`config.mk`:
```
export PLATFORM = sky130hd
export DESIGN_NAME = aie_top
export DESIGN_NICKNAME = d
export VERILOG_FILES = /design/src/include/aie_pkg.sv /design/src/include/aie_wake_if.sv /design/src/hw/aie_top.sv /design/src/hw/aie_wake_pulse.sv
export SDC_FILE = /design/constraint.sdc
export NUM_CORES = 1
export LEC_CHECK = 0
export BUFFER_PORTS_ARGS = -buffer_cell sky130_fd_sc_hd__buf_2
export CORE_MARGIN = 1
export CORE_UTILIZATION = 56
export DETAILED_ROUTE_END_ITERATION = 8
export PLACE_DENSITY = 0.85
export SETUP_SLACK_MARGIN = 0.1
export SYNTH_ARGS = -nofsm -noshare
export SYNTH_HDL_FRONTEND = slang
export SYNTH_SLANG_ARGS = --single-unit
```
`constraint.sdc`:
```
create_clock -name mclk -period 3.5 [get_ports mclk]
set_input_delay 0.175 -clock mclk [delete_from_list [all_inputs] [get_ports mclk]]
set_output_delay 0.175 -clock mclk [all_outputs]
set_load 0.1 [all_outputs]
```
`src/include/aie_pkg.sv`:
```
package aie_pkg;
  // ==========================================================================
  // Register map
  localparam int ADDR_W = 8;
  localparam logic [7:0] OFS_PRIM_STATUS = 8'h28;
  localparam logic [7:0] OFS_PRIM_ENABLE = 8'h38;
  localparam logic [7:0] OFS_ADD_STATUS = 8'h80;
  localparam logic [7:0] OFS_ADD_ENABLE = 8'h84;
  localparam logic [7:0] OFS_CMD_UPPER = 8'h88;
  localparam logic [7:0] OFS_STAT_CLEAR = 8'h90;
  localparam logic [7:0] OFS_PIN_STATE = 8'h94;

  // ==========================================================================
  // Added status / enable bit positions
  localparam int B_TX_EARLY = 31;
  localparam int B_RX_EARLY = 30;
  localparam int B_LINK_CHG = 29;
  localparam int B_TX_DEFER = 28;
  localparam int B_PAUSE = 26;
  localparam int B_NORM_SUM = 16;
  localparam int B_ABN_SUM = 15;
  localparam int PRIM_W = 15;
  localparam logic [31:0] IMPL_MASK = 32'hf401_ffff;
  localparam logic [31:0] STAT_RST = 32'h0000_0000;
  localparam logic [31:0] ENA_RST = 32'h0000_0000;
  // Primary flags counted as normal events; the rest are abnormal
  localparam logic [14:0] PRIM_NORM_MASK = 15'h0045;

  // ==========================================================================
  // Command register upper half
  localparam int B_D3COLD = 31;
  localparam int B_AUX_HI = 30;
  localparam int B_AUX_LO = 28;
  localparam int B_WAKE_POL = 27;
  localparam int B_WAKE_EN = 26;
  localparam logic RST_D3COLD = 1'b1;
  localparam logic [2:0] RST_AUX = 3'h2;
  localparam logic RST_WAKE_POL = 1'b0;
  localparam logic RST_WAKE_EN = 1'b0;

  // ==========================================================================
  // Timing
  localparam int CLK_KHZ = 25000;
  localparam int WAKE_PULSE_MS = 50;
  localparam int WAKE_PULSE_CYC = WAKE_PULSE_MS * CLK_KHZ;
endpackage

```
`src/include/aie_wake_if.sv`:
```
`timescale 1ns/1ps
interface aie_wake_if;
  logic trigger;
  logic polarity;
  logic pin_en;
  logic busy;
  logic pin_level;
  modport ctrl (output trigger, output polarity, output pin_en, input busy, input pin_level);
  modport gen (input trigger, input polarity, input pin_en, output busy, output pin_level);
endinterface // aie_wake_if

```
`src/hw/aie_top.sv`:
```
`timescale 1ns/1ps
// Operation
// Transmit-early flag sets on a packet moved to the FIFO while enabled.
// Receive-early flag sets when a packet fills its first descriptor while enabled.
// Every status flag latches high until software writes one to it.
// Link-change flag sets whenever link status changes.
// Transmit-deferred flag sets on a transmit-deferred event.
// Pause flag sets on a received pause frame while pause is enabled.
// Normal summary flag sets when any added normal event occurs.
// Abnormal summary flag sets when any added abnormal event occurs.
// Status bits 14..0 are the primary status flags under either address.
// Added enables at 31,30,29,28,26 are read/write and reset to zero.
// Normal summary enable merges early events into the primary normal summary.
// Abnormal summary enable merges pause, deferred, link events into abnormal summary.
// Enable bits 14..0 are the primary enables under either address.
// Command upper half is loaded from the serial EEPROM.
// D3cold support defaults to one and drives the capability bit.
// Aux current field is read-only, defaults to 010b.
// An enabled wake pin carries a 50 ms pulse, negative when polarity is one.
// Wake pin is an output only when its enable bit is one.
// A hardware set beats a simultaneous software clear.
module aie_top #(
  parameter int WAKE_PULSE_CYCLES = aie_pkg::WAKE_PULSE_CYC
) (
  // Clock and reset
  input wire logic mclk,
  input wire logic nrst,
  // Register port
  input wire logic [7:0] reg_addr,
  input wire logic [31:0] reg_wdata,
  input wire logic reg_wr,
  input wire logic reg_rd,
  output logic [31:0] reg_rdata,
  // Events from the MAC
  input wire logic tx_early_evt,
  input wire logic rx_early_evt,
  input wire logic link_change_evt,
  input wire logic tx_deferred_evt,
  input wire logic pause_rcvd_evt,
  input wire logic pause_fn_en,
  input wire logic [14:0] prim_evt,
  // EEPROM recall
  input wire logic ee_load,
  input wire logic [15:0] ee_word,
  // Wake pulse
  input wire logic wake_evt,
  input wire logic wake_pin_i,
  output logic wake_pin_o,
  output logic wake_pin_oe,
  // Interrupt and power management
  output logic irq,
  output logic norm_summary,
  output logic abn_summary,
  output logic pm_d3cold_support,
  output logic [2:0] pm_aux_current
);

  // ==========================================================================
  // Address decode
  function automatic logic hit(input logic [7:0] a, input logic [7:0] ofs);
    hit = (a == ofs);
  endfunction

  wire wr_prim_stat = reg_wr && hit(reg_addr, aie_pkg::OFS_PRIM_STATUS);
  wire wr_prim_ena = reg_wr && hit(reg_addr, aie_pkg::OFS_PRIM_ENABLE);
  wire wr_add_stat = reg_wr && hit(reg_addr, aie_pkg::OFS_ADD_STATUS);
  wire wr_add_ena = reg_wr && hit(reg_addr, aie_pkg::OFS_ADD_ENABLE);
  wire wr_cmd = reg_wr && hit(reg_addr, aie_pkg::OFS_CMD_UPPER);
  wire wr_clear = reg_wr && hit(reg_addr, aie_pkg::OFS_STAT_CLEAR);

  // ==========================================================================
  // Status flags
  logic [31:0] stat_r;
  logic [31:0] stat_nxt;
  logic [31:0] ena_r;
  logic [31:0] ena_nxt;
  logic [31:0] set_vec;
  logic [31:0] clr_vec;

  wire tx_early_set = tx_early_evt && ena_r[aie_pkg::B_TX_EARLY];
  wire rx_early_set = rx_early_evt && ena_r[aie_pkg::B_RX_EARLY];
  wire pause_set = pause_rcvd_evt && pause_fn_en;
  wire norm_evt = tx_early_set || rx_early_set;
  wire abn_evt = link_change_evt || tx_deferred_evt || pause_set;

  always_comb begin
    set_vec = '0;
    set_vec[aie_pkg::B_TX_EARLY] = tx_early_set;
    set_vec[aie_pkg::B_RX_EARLY] = rx_early_set;
    set_vec[aie_pkg::B_LINK_CHG] = link_change_evt;
    set_vec[aie_pkg::B_TX_DEFER] = tx_deferred_evt;
    set_vec[aie_pkg::B_PAUSE] = pause_set;
    set_vec[aie_pkg::B_NORM_SUM] = norm_evt;
    set_vec[aie_pkg::B_ABN_SUM] = abn_evt;
    set_vec[14:0] = prim_evt;
  end

  // Primary alias clears only the shared low flags
  assign clr_vec = ((wr_add_stat || wr_clear) ? reg_wdata : 32'h0000_0000)
                 | (wr_prim_stat ? {17'h00000, reg_wdata[14:0]} : 32'h0000_0000);
  assign stat_nxt = ((stat_r & ~clr_vec) | set_vec) & aie_pkg::IMPL_MASK;

  // ==========================================================================
  // Enables
  assign ena_nxt = wr_add_ena ? (reg_wdata & aie_pkg::IMPL_MASK)
                 : (wr_prim_ena ? {ena_r[31:15], reg_wdata[14:0]} : ena_r);

  always_ff @(posedge mclk) begin
    if (!nrst) begin
      stat_r <= aie_pkg::STAT_RST;
      ena_r <= aie_pkg::ENA_RST;
    end else begin
      stat_r <= stat_nxt;
      ena_r <= ena_nxt;
    end
  end

  // ==========================================================================
  // Interrupt summaries
  wire [14:0] prim_act = stat_r[14:0] & ena_r[14:0];
  wire add_norm_act = (stat_r[aie_pkg::B_TX_EARLY] && ena_r[aie_pkg::B_TX_EARLY])
                   || (stat_r[aie_pkg::B_RX_EARLY] && ena_r[aie_pkg::B_RX_EARLY]);
  wire add_abn_act = (stat_r[aie_pkg::B_LINK_CHG] && ena_r[aie_pkg::B_LINK_CHG])
                  || (stat_r[aie_pkg::B_TX_DEFER] && ena_r[aie_pkg::B_TX_DEFER])
                  || (stat_r[aie_pkg::B_PAUSE] && ena_r[aie_pkg::B_PAUSE]);

  assign norm_summary = (|(prim_act & aie_pkg::PRIM_NORM_MASK))
                     || (ena_r[aie_pkg::B_NORM_SUM] && add_norm_act);
  assign abn_summary = (|(prim_act & ~aie_pkg::PRIM_NORM_MASK))
                    || (ena_r[aie_pkg::B_ABN_SUM] && add_abn_act);
  assign irq = norm_summary || abn_summary;

  // ==========================================================================
  // Command register upper half
  logic d3cold_r;
  logic [2:0] aux_r;
  logic wake_pol_r;
  logic wake_en_r;

  always_ff @(posedge mclk) begin
    if (!nrst) begin
      d3cold_r <= aie_pkg::RST_D3COLD;
      aux_r <= aie_pkg::RST_AUX;
      wake_pol_r <= aie_pkg::RST_WAKE_POL;
      wake_en_r <= aie_pkg::RST_WAKE_EN;
    end else if (ee_load) begin
      // EEPROM recall wins over a software write in the same cycle
      d3cold_r <= ee_word[aie_pkg::B_D3COLD-16];
      aux_r <= ee_word[aie_pkg::B_AUX_HI-16:aie_pkg::B_AUX_LO-16];
      wake_pol_r <= ee_word[aie_pkg::B_WAKE_POL-16];
      wake_en_r <= ee_word[aie_pkg::B_WAKE_EN-16];
    end else if (wr_cmd) begin
      d3cold_r <= reg_wdata[aie_pkg::B_D3COLD];
      wake_pol_r <= reg_wdata[aie_pkg::B_WAKE_POL];
      wake_en_r <= reg_wdata[aie_pkg::B_WAKE_EN];
    end
  end

  assign pm_d3cold_support = d3cold_r;
  assign pm_aux_current = aux_r;

  // ==========================================================================
  // Wake pulse generator
  aie_wake_if wk ();

  assign wk.trigger = wake_evt;
  assign wk.polarity = wake_pol_r;
  assign wk.pin_en = wake_en_r;

  aie_wake_pulse #(
    .PULSE_CYCLES(WAKE_PULSE_CYCLES)
  ) u_wake (
    .mclk(mclk),
    .nrst(nrst),
    .ctl(wk.gen),
    .wake_pin_i(wake_pin_i),
    .wake_pin_o(wake_pin_o),
    .wake_pin_oe(wake_pin_oe)
  );

  // ==========================================================================
  // Read path
  wire [31:0] cmd_view = {d3cold_r, aux_r, wake_pol_r, wake_en_r, 26'h0000000};
  wire [31:0] prim_stat_view = {15'h0000, norm_summary, abn_summary, stat_r[14:0]};
  wire [31:0] prim_ena_view = {17'h00000, ena_r[14:0]};
  wire [31:0] pin_view = {30'h00000000, wk.busy, wk.pin_level};
  logic [31:0] rd_mux;
  logic [31:0] rdata_r;

  always_comb begin
    unique case (reg_addr)
      aie_pkg::OFS_PRIM_STATUS: rd_mux = prim_stat_view;
      aie_pkg::OFS_PRIM_ENABLE: rd_mux = prim_ena_view;
      aie_pkg::OFS_ADD_STATUS: rd_mux = stat_r;
      aie_pkg::OFS_ADD_ENABLE: rd_mux = ena_r;
      aie_pkg::OFS_CMD_UPPER: rd_mux = cmd_view;
      aie_pkg::OFS_PIN_STATE: rd_mux = pin_view;
      default: rd_mux = 32'h0000_0000;
    endcase
  end

  always_ff @(posedge mclk) begin
    if (!nrst) begin
      rdata_r <= 32'h0000_0000;
    end else begin
      rdata_r <= reg_rd ? rd_mux : 32'h0000_0000;
    end
  end

  assign reg_rdata = rdata_r;
endmodule // aie_top

```
`src/hw/aie_wake_pulse.sv`:
```
`timescale 1ns/1ps
module aie_wake_pulse #(
  parameter int PULSE_CYCLES = aie_pkg::WAKE_PULSE_CYC
) (
  // Clock and reset
  input wire logic mclk,
  input wire logic nrst,
  // Control side
  aie_wake_if.gen ctl,
  // Wake pin
  input wire logic wake_pin_i,
  output logic wake_pin_o,
  output logic wake_pin_oe
);
  localparam int CW = $clog2(PULSE_CYCLES + 1);

  // ==========================================================================
  // Pulse timer
  logic [CW-1:0] cnt_r;
  logic [CW-1:0] cnt_nxt;
  logic active_r;
  logic pin_o_r;
  logic sync1_r;
  logic sync2_r;
  wire start = ctl.trigger && ctl.pin_en && !active_r;
  wire last = active_r && (cnt_r == CW'(1));

  assign cnt_nxt = start ? CW'(PULSE_CYCLES) : (active_r ? cnt_r - CW'(1) : cnt_r);

  always_ff @(posedge mclk) begin
    if (!nrst) begin
      cnt_r <= '0;
      active_r <= 1'b0;
      pin_o_r <= 1'b0;
      sync1_r <= 1'b0;
      sync2_r <= 1'b0;
    end else begin
      cnt_r <= cnt_nxt;
      active_r <= start || (active_r && !last);
      // Idle level is the polarity bit, the pulse is its inverse
      pin_o_r <= (start || (active_r && !last)) ? !ctl.polarity : ctl.polarity;
      sync1_r <= wake_pin_i;
      sync2_r <= sync1_r;
    end
  end

  assign wake_pin_o = pin_o_r;
  assign wake_pin_oe = ctl.pin_en;
  assign ctl.busy = active_r;
  assign ctl.pin_level = sync2_r;
endmodule // aie_wake_pulse

```
**Yosys cells after proc, flatten, opt, wreduce, memory -nomap -nowiden**

Cells that the tools add are included.

- Eq/ne operators: 8
- Multipliers: 0
- Mux-type cells: 14
- Bitwise gates (word level): 6
- Reduce and logical (&&, ||, !) cells: 41
- Shifts and indexed selects: 0
- Divide/modulo/power cells: 0
- Magnitude comparators: 0
- Add/subtract/negate cells: 1

Operators with widths:

| kind | number |
|---|---|
| 32-bit case mux with 6 select lines | 1 |
| 32-bit 2-to-1 mux | 2 |
| 21-bit 2-to-1 mux | 2 |
| 8-bit equality test, second input constant | 5 |
| 32-bit AND | 1 |
| 32-bit inverter | 1 |
| 32-bit by 15-bit bitwise OR with 32-bit output | 1 |
| 32-bit bitwise OR | 1 |
| 15-bit 2-to-1 mux | 2 |
| 21-bit by 1-bit equality test with 1-bit output, second input constant | 1 |
| 21-bit by 1-bit subtractor with 21-bit output, second input constant | 1 |
| 1-bit logical AND | 20 |
| 8-bit by 6-bit equality test with 1-bit output, second input constant | 2 |
| 15-bit AND | 1 |
| 12-bit OR reduction | 1 |
| 1-bit logical OR | 11 |
| 1-bit 2-to-1 mux | 7 |
| 2-bit nonzero test | 3 |
| 1-bit logical NOT | 3 |
| 3-bit OR reduction | 1 |
| 2-bit AND reduction | 1 |
| 2-bit OR reduction | 1 |
| 1-bit inverter | 1 |

- Bits in read-only memories: 0
- Memories: 0
- Word-level logic and storage cells: 85
- Input port bits: 84
- Latch bits: 0
- Flip-flop bits (word level): 117
- RAM bits: 0

**Longest topological paths before layout**

- Depth after elaboration: 8
- Depth in mapped cells: 7

**Cells and area by module**

From an unflattened synthesis, not the netlist that was laid out.

- Cells, all modules: 470
- Area, all modules: 4,335.4 µm²

Modules (own cells, without submodules):

| module | area each (µm²) | times used | sequential area each (µm²) | cells an instance |
|---|---|---|---|---|
| aie_top | 3,105.5 | 1 | 1,461.4 | 330 |
| aie_wake_pulse | 1,229.9 | 1 | 500.5 | 140 |

**Worst setup path before layout**

No wires, ideal clock.

- Kind: register -> output
- Start point: reg ena_r[31]
- End point: out irq
- Cell stages (with the launch flop): 4
- Setup slack: -0.039 ns
- Data arrival time: 3.364 ns
- Path through: dfxtp_1 a22oi_1 o21ai_0 or2_2

- Cells in the longest elaborated chain, start to end: 5

Ends and longest elaborated chain:

| item | RTL line | RTL |
|---|---|---|
| from (decl) | aie_top.sv:75 | `logic [31:0] ena_r;` |
| from (signal assigned) | aie_top.sv:111 | `ena_r <= aie_pkg::ENA_RST;` |
| from (signal assigned) | aie_top.sv:114 | `ena_r <= ena_nxt;` |
| 1-bit logical AND | aie_top.sv:121 | `wire add_norm_act = (stat_r[aie_pkg::B_TX_EARLY] && ena_r[aie_pkg::B_TX_EARLY])` |
| 1-bit logical OR | aie_top.sv:122 | `\|\| (stat_r[aie_pkg::B_RX_EARLY] && ena_r[aie_pkg::B_RX_EARLY]);` |
| 1-bit logical AND | aie_top.sv:128 | `\|\| (ena_r[aie_pkg::B_NORM_SUM] && add_norm_act);` |
| 1-bit logical OR | aie_top.sv:128 |  |
| net norm_summary | aie_top.sv:52 | `output logic norm_summary,` |
| 1-bit logical OR | aie_top.sv:131 | `assign irq = norm_summary \|\| abn_summary;` |
| to (decl) | aie_top.sv:51 | `output logic irq,` |

The timed path passes the listed nets, and every way through them passes these cells.

**Worst setup path after layout**

- Start point: reg stat_r[29]
- End point: out irq

- Cells in the longest elaborated chain, start to end: 6

Ends and longest elaborated chain:

| item | RTL line | RTL |
|---|---|---|
| from (decl) | aie_top.sv:73 | `logic [31:0] stat_r;` |
| from (signal assigned) | aie_top.sv:110 | `stat_r <= aie_pkg::STAT_RST;` |
| from (signal assigned) | aie_top.sv:113 | `stat_r <= stat_nxt;` |
| 1-bit logical AND | aie_top.sv:123 | `wire add_abn_act = (stat_r[aie_pkg::B_LINK_CHG] && ena_r[aie_pkg::B_LINK_CHG])` |
| 1-bit logical OR | aie_top.sv:124 | `\|\| (stat_r[aie_pkg::B_TX_DEFER] && ena_r[aie_pkg::B_TX_DEFER])` |
| 1-bit logical OR | aie_top.sv:125 | `\|\| (stat_r[aie_pkg::B_PAUSE] && ena_r[aie_pkg::B_PAUSE]);` |
| 1-bit logical AND | aie_top.sv:130 | `\|\| (ena_r[aie_pkg::B_ABN_SUM] && add_abn_act);` |
| 1-bit logical OR | aie_top.sv:130 |  |
| 1-bit logical OR | aie_top.sv:131 |  |

Every way passes these cells.

==> metrics.txt <==
outcome=finished clean; CP cell instances=a222oi_1 -> nor2b_1 -> or4_1 -> or2_2 -> buf_2; Critical Path Max Stage Delay=0.47 ns; xor/xnor share of the synthesized area=0.0122; CTS buffer count=9; worst IR drop on VDD=0.000344 V; WHS Path Cells=2; Crit path required time=3.32 ns; Mean Syn Cell Area=8.47 µm²; PD cells=442 mW/mm²; vias in the first global route=3871; CTS Buffer Depth=2; DP Wirelength=around 7.6 mm; first-pass GRT wire length=17.8 mm; WP data arrival=2.30 ns; Iter 0 DRT Violations=about 170; worst skew pair latency=0.36 ns; Sinks on Clock Net=98; Slew @ Worst Pin=1.10 ns; routed wire length=about 11 mm; synth-to-layout area growth=18.3%; Slew HR=0.270; Period minus WS final=2.47 ns; DIE AREA=0.00807 mm²; Pwr Total=approximately 2300 µW; largest net degree at the start of global routing=61; Largest delay share family, worst path=simple AND/OR/NAND/NOR gates; num rows=31; Worst path depth=5; Synth Area in Compound Gates=0.193; Slowest-stage cell, CP=or4_1; crit path max fanout=3; vias=4115; Post-Syn Area=0.00432 mm²; total negative slack=0 ns; Pre-antenna DRT Iters=5; Simple-Gate Fraction of Synth Area=0.202; sum of buffers and inverters on the critical path=1; num ports=125; H-tree depth=3; critical path type=flop to output port; post-layout net count=~700; YS warnings=0; asr flop ratio synth=0; clock skew=between 0.008 and 0.009 ns; Most used DFF post-synth=dfxtp_1; Die H=89.8 µm; Root Buffer=clkbuf_8; Max Clock Freq=between 400 and 500 MHz; startpoint types=flop; Final Worst Setup Slack=1.03 ns; Tcrit/Tclk final=0.707; Crit. End Element=output port; Die X=between 80 and 90 µm; clock tree from TritonCTS=done; CORE AREA=approximately 0.0074 mm²; RSZ-0062 raised after global routing=no; Post-Syn Instances=510; Initial Utilization=0.586; WL per Instance=15.5 µm; GPL Wtd Cong=roughly 0.84; adder-cell share of the synthesized area=0.00579; global route overflow=0; P_leak=0.00223 µW; register area share after synthesis=0.454; EDFF count, synth=0; worst reg2reg path depth=4; Max Cap Violations=0; post-synthesis mux area share=0.0649; endpoints failing setup=0; Yosys cell types=53; DR vias/cell=about 5.8; Hold Path Class=input port to flop; Post-route DRC=0; Final Hold Viols=0; Slew Limit Fails=0; initial antenna violation count=1; worst slack at placement=approximately 1.1 ns; largest family of logic cells by synthesized area=simple AND/OR/NAND/NOR gates; clock slew at reported path FFs=0.09 ns; flops & latches, synth=98; IO Port Bufs=96; share of cells above drive strength 1=0.214; DRT antenna net count=0; overall global routing resource usage=0.274
-- layout by cell type (no fill, tap or decap), types with 4 or more instances in the layout --
| cell | synthesis | final |
|---|---|---|
| buf_4 | 9 | 7 |
| inv_1 | 26 | 26 |
| a311oi_1 | 7 | 7 |
| or4_1 | 5 | 5 |
| mux2i_1 | 28 | 28 |
| clkbuf_8 | 0 | 10 |
| buf_2 | 5 | 96 |
| a211oi_1 | 6 | 4 |
| nand4_1 | 7 | 7 |
| a22oi_1 | 7 | 7 |
| a31oi_1 | 21 | 21 |
| nor2_1 | 29 | 29 |
| conb_1 | 1 | 9 |
| or3_1 | 7 | 7 |
| nand2_1 | 66 | 66 |
| a21oi_1 | 36 | 36 |
| nor3_1 | 20 | 20 |
| and2_1 | 4 | 4 |
| dfxtp_1 | 98 | 98 |
| xor2_1 | 4 | 4 |
| dlygate4sd3_1 | 0 | 8 |
| nand2b_1 | 4 | 4 |
| nand3_1 | 9 | 9 |
| nor4_1 | 4 | 4 |
| o21ai_0 | 40 | 39 |
-- through the flow --
step                       util  hold slack [ns]  std cells  cell area (µm²)
final                     0.694          0.00533        707             5110
after global placement    0.656            0.375        682             4830
after CTS                 0.692          0.00142        705             5100
after global routing      0.694          0.00713        707             5110
after floorplan               -            0.276        518             4350
after detailed placement  0.656            0.379        682             4830
-- cell type report --
cell class	count	area [µm²]
clock buffer	12	145
multi-input combinational	356	2120
timing repair buffer	111	613
tap	99	124
inverter	26	97.6
fill	613	2260
antenna	1	2.50
sequential	98	1960
clock inverter	4	51.3
-- metal layers --
metal  vias to the layer above  routed length, µm  global-route usage  share of wire
met5                         -                  0                   0              0
met4                         0                369               0.145          0.034
met3                        32                794              0.0626          0.072
met2                       190               5230               0.449           0.48
met1                      1899               4570               0.336           0.42
li1                       1994                  -                   -              -
-- sequential cells by signal, indices dropped and copies added, names as in the netlist --
register	flops
u_wake.cnt_r	21
pm_aux_current	3
u_wake.ctl.pin_level	1
u_wake.wake_pin_o	1
pm_d3cold_support	1
stat_r	22
reg_rdata	23
ena_r	22
u_wake.sync1_r	1
wake_pol_r	1
wake_en_r	1
u_wake.ctl.busy	1
-- power by group --
part,switching [µW],leakage (µW),internal [µW]
Sequential,41.1,0.000800,1160
Clock,378,0.0000966,351
Combinational,222,0.00133,108
-- cell families (layout without fill, tap and decap cells) --
group,Yosys count,after routing
flops,98,98
mux,28,28
xor+xnor,6,6
simple gates,176,176
buf+inv,64,153
fa+ha+maj,2,2
compound gates,135,135
other cells,1,10
-- final timing paths --
path	to	slack (ns)	start
setup / recovery	irq	1.03	stat_r[29]
hold / removal	u_wake.sync1_r	0.005	wake_pin_i
setup reg to reg	u_wake.cnt_r[19]	1.21	u_wake.ctl.busy
hold reg to reg	u_wake.ctl.pin_level	0.45	u_wake.sync1_r
-- cell usage after synthesis, types with 2 or more instances --
master    number  area (µm²)
nor2_1        29         109
nand2_1       66         248
a211oi_1       6        45.0
a31oi_1       21         131
buf_2          5        25.0
inv_1         26        97.6
or4_1          5        37.5
buf_4          9        67.6
nand3_1        9        45.0
nand2b_1       4        25.0
or2_2          2        12.5
nor4_1         4        25.0
mux2i_1       28         280
a222oi_1       2        20.0
o211ai_1       3        22.5
xor2_1         4        35.0
a21oi_1       36         180
or3_1          7        43.8
or4_4          2        22.5
nor2b_1        3        18.8
o21ai_0       40         200
a41o_1         2        20.0
and2_1         4        25.0
and3_1         2        12.5
clkbuf_1      23        86.3
nand4_1        7        43.8
ha_1           2        25.0
or3b_2         2        17.5
a22oi_1        7        52.6
xnor2_1        2        17.5
a311oi_1       7        61.3
nand3b_1       3        22.5
nor4b_1        2        17.5
dfxtp_1       98        1960
nor3_1        20         100
-- what timing repair did --
action / in CTS / in global routing
gates resized for setup: 0 / 0
hold endpoints to repair: 7 / 1
hold buffers: 7 / 1
setup buffers: 0 / 0
(Power assumes the default switching activity.)
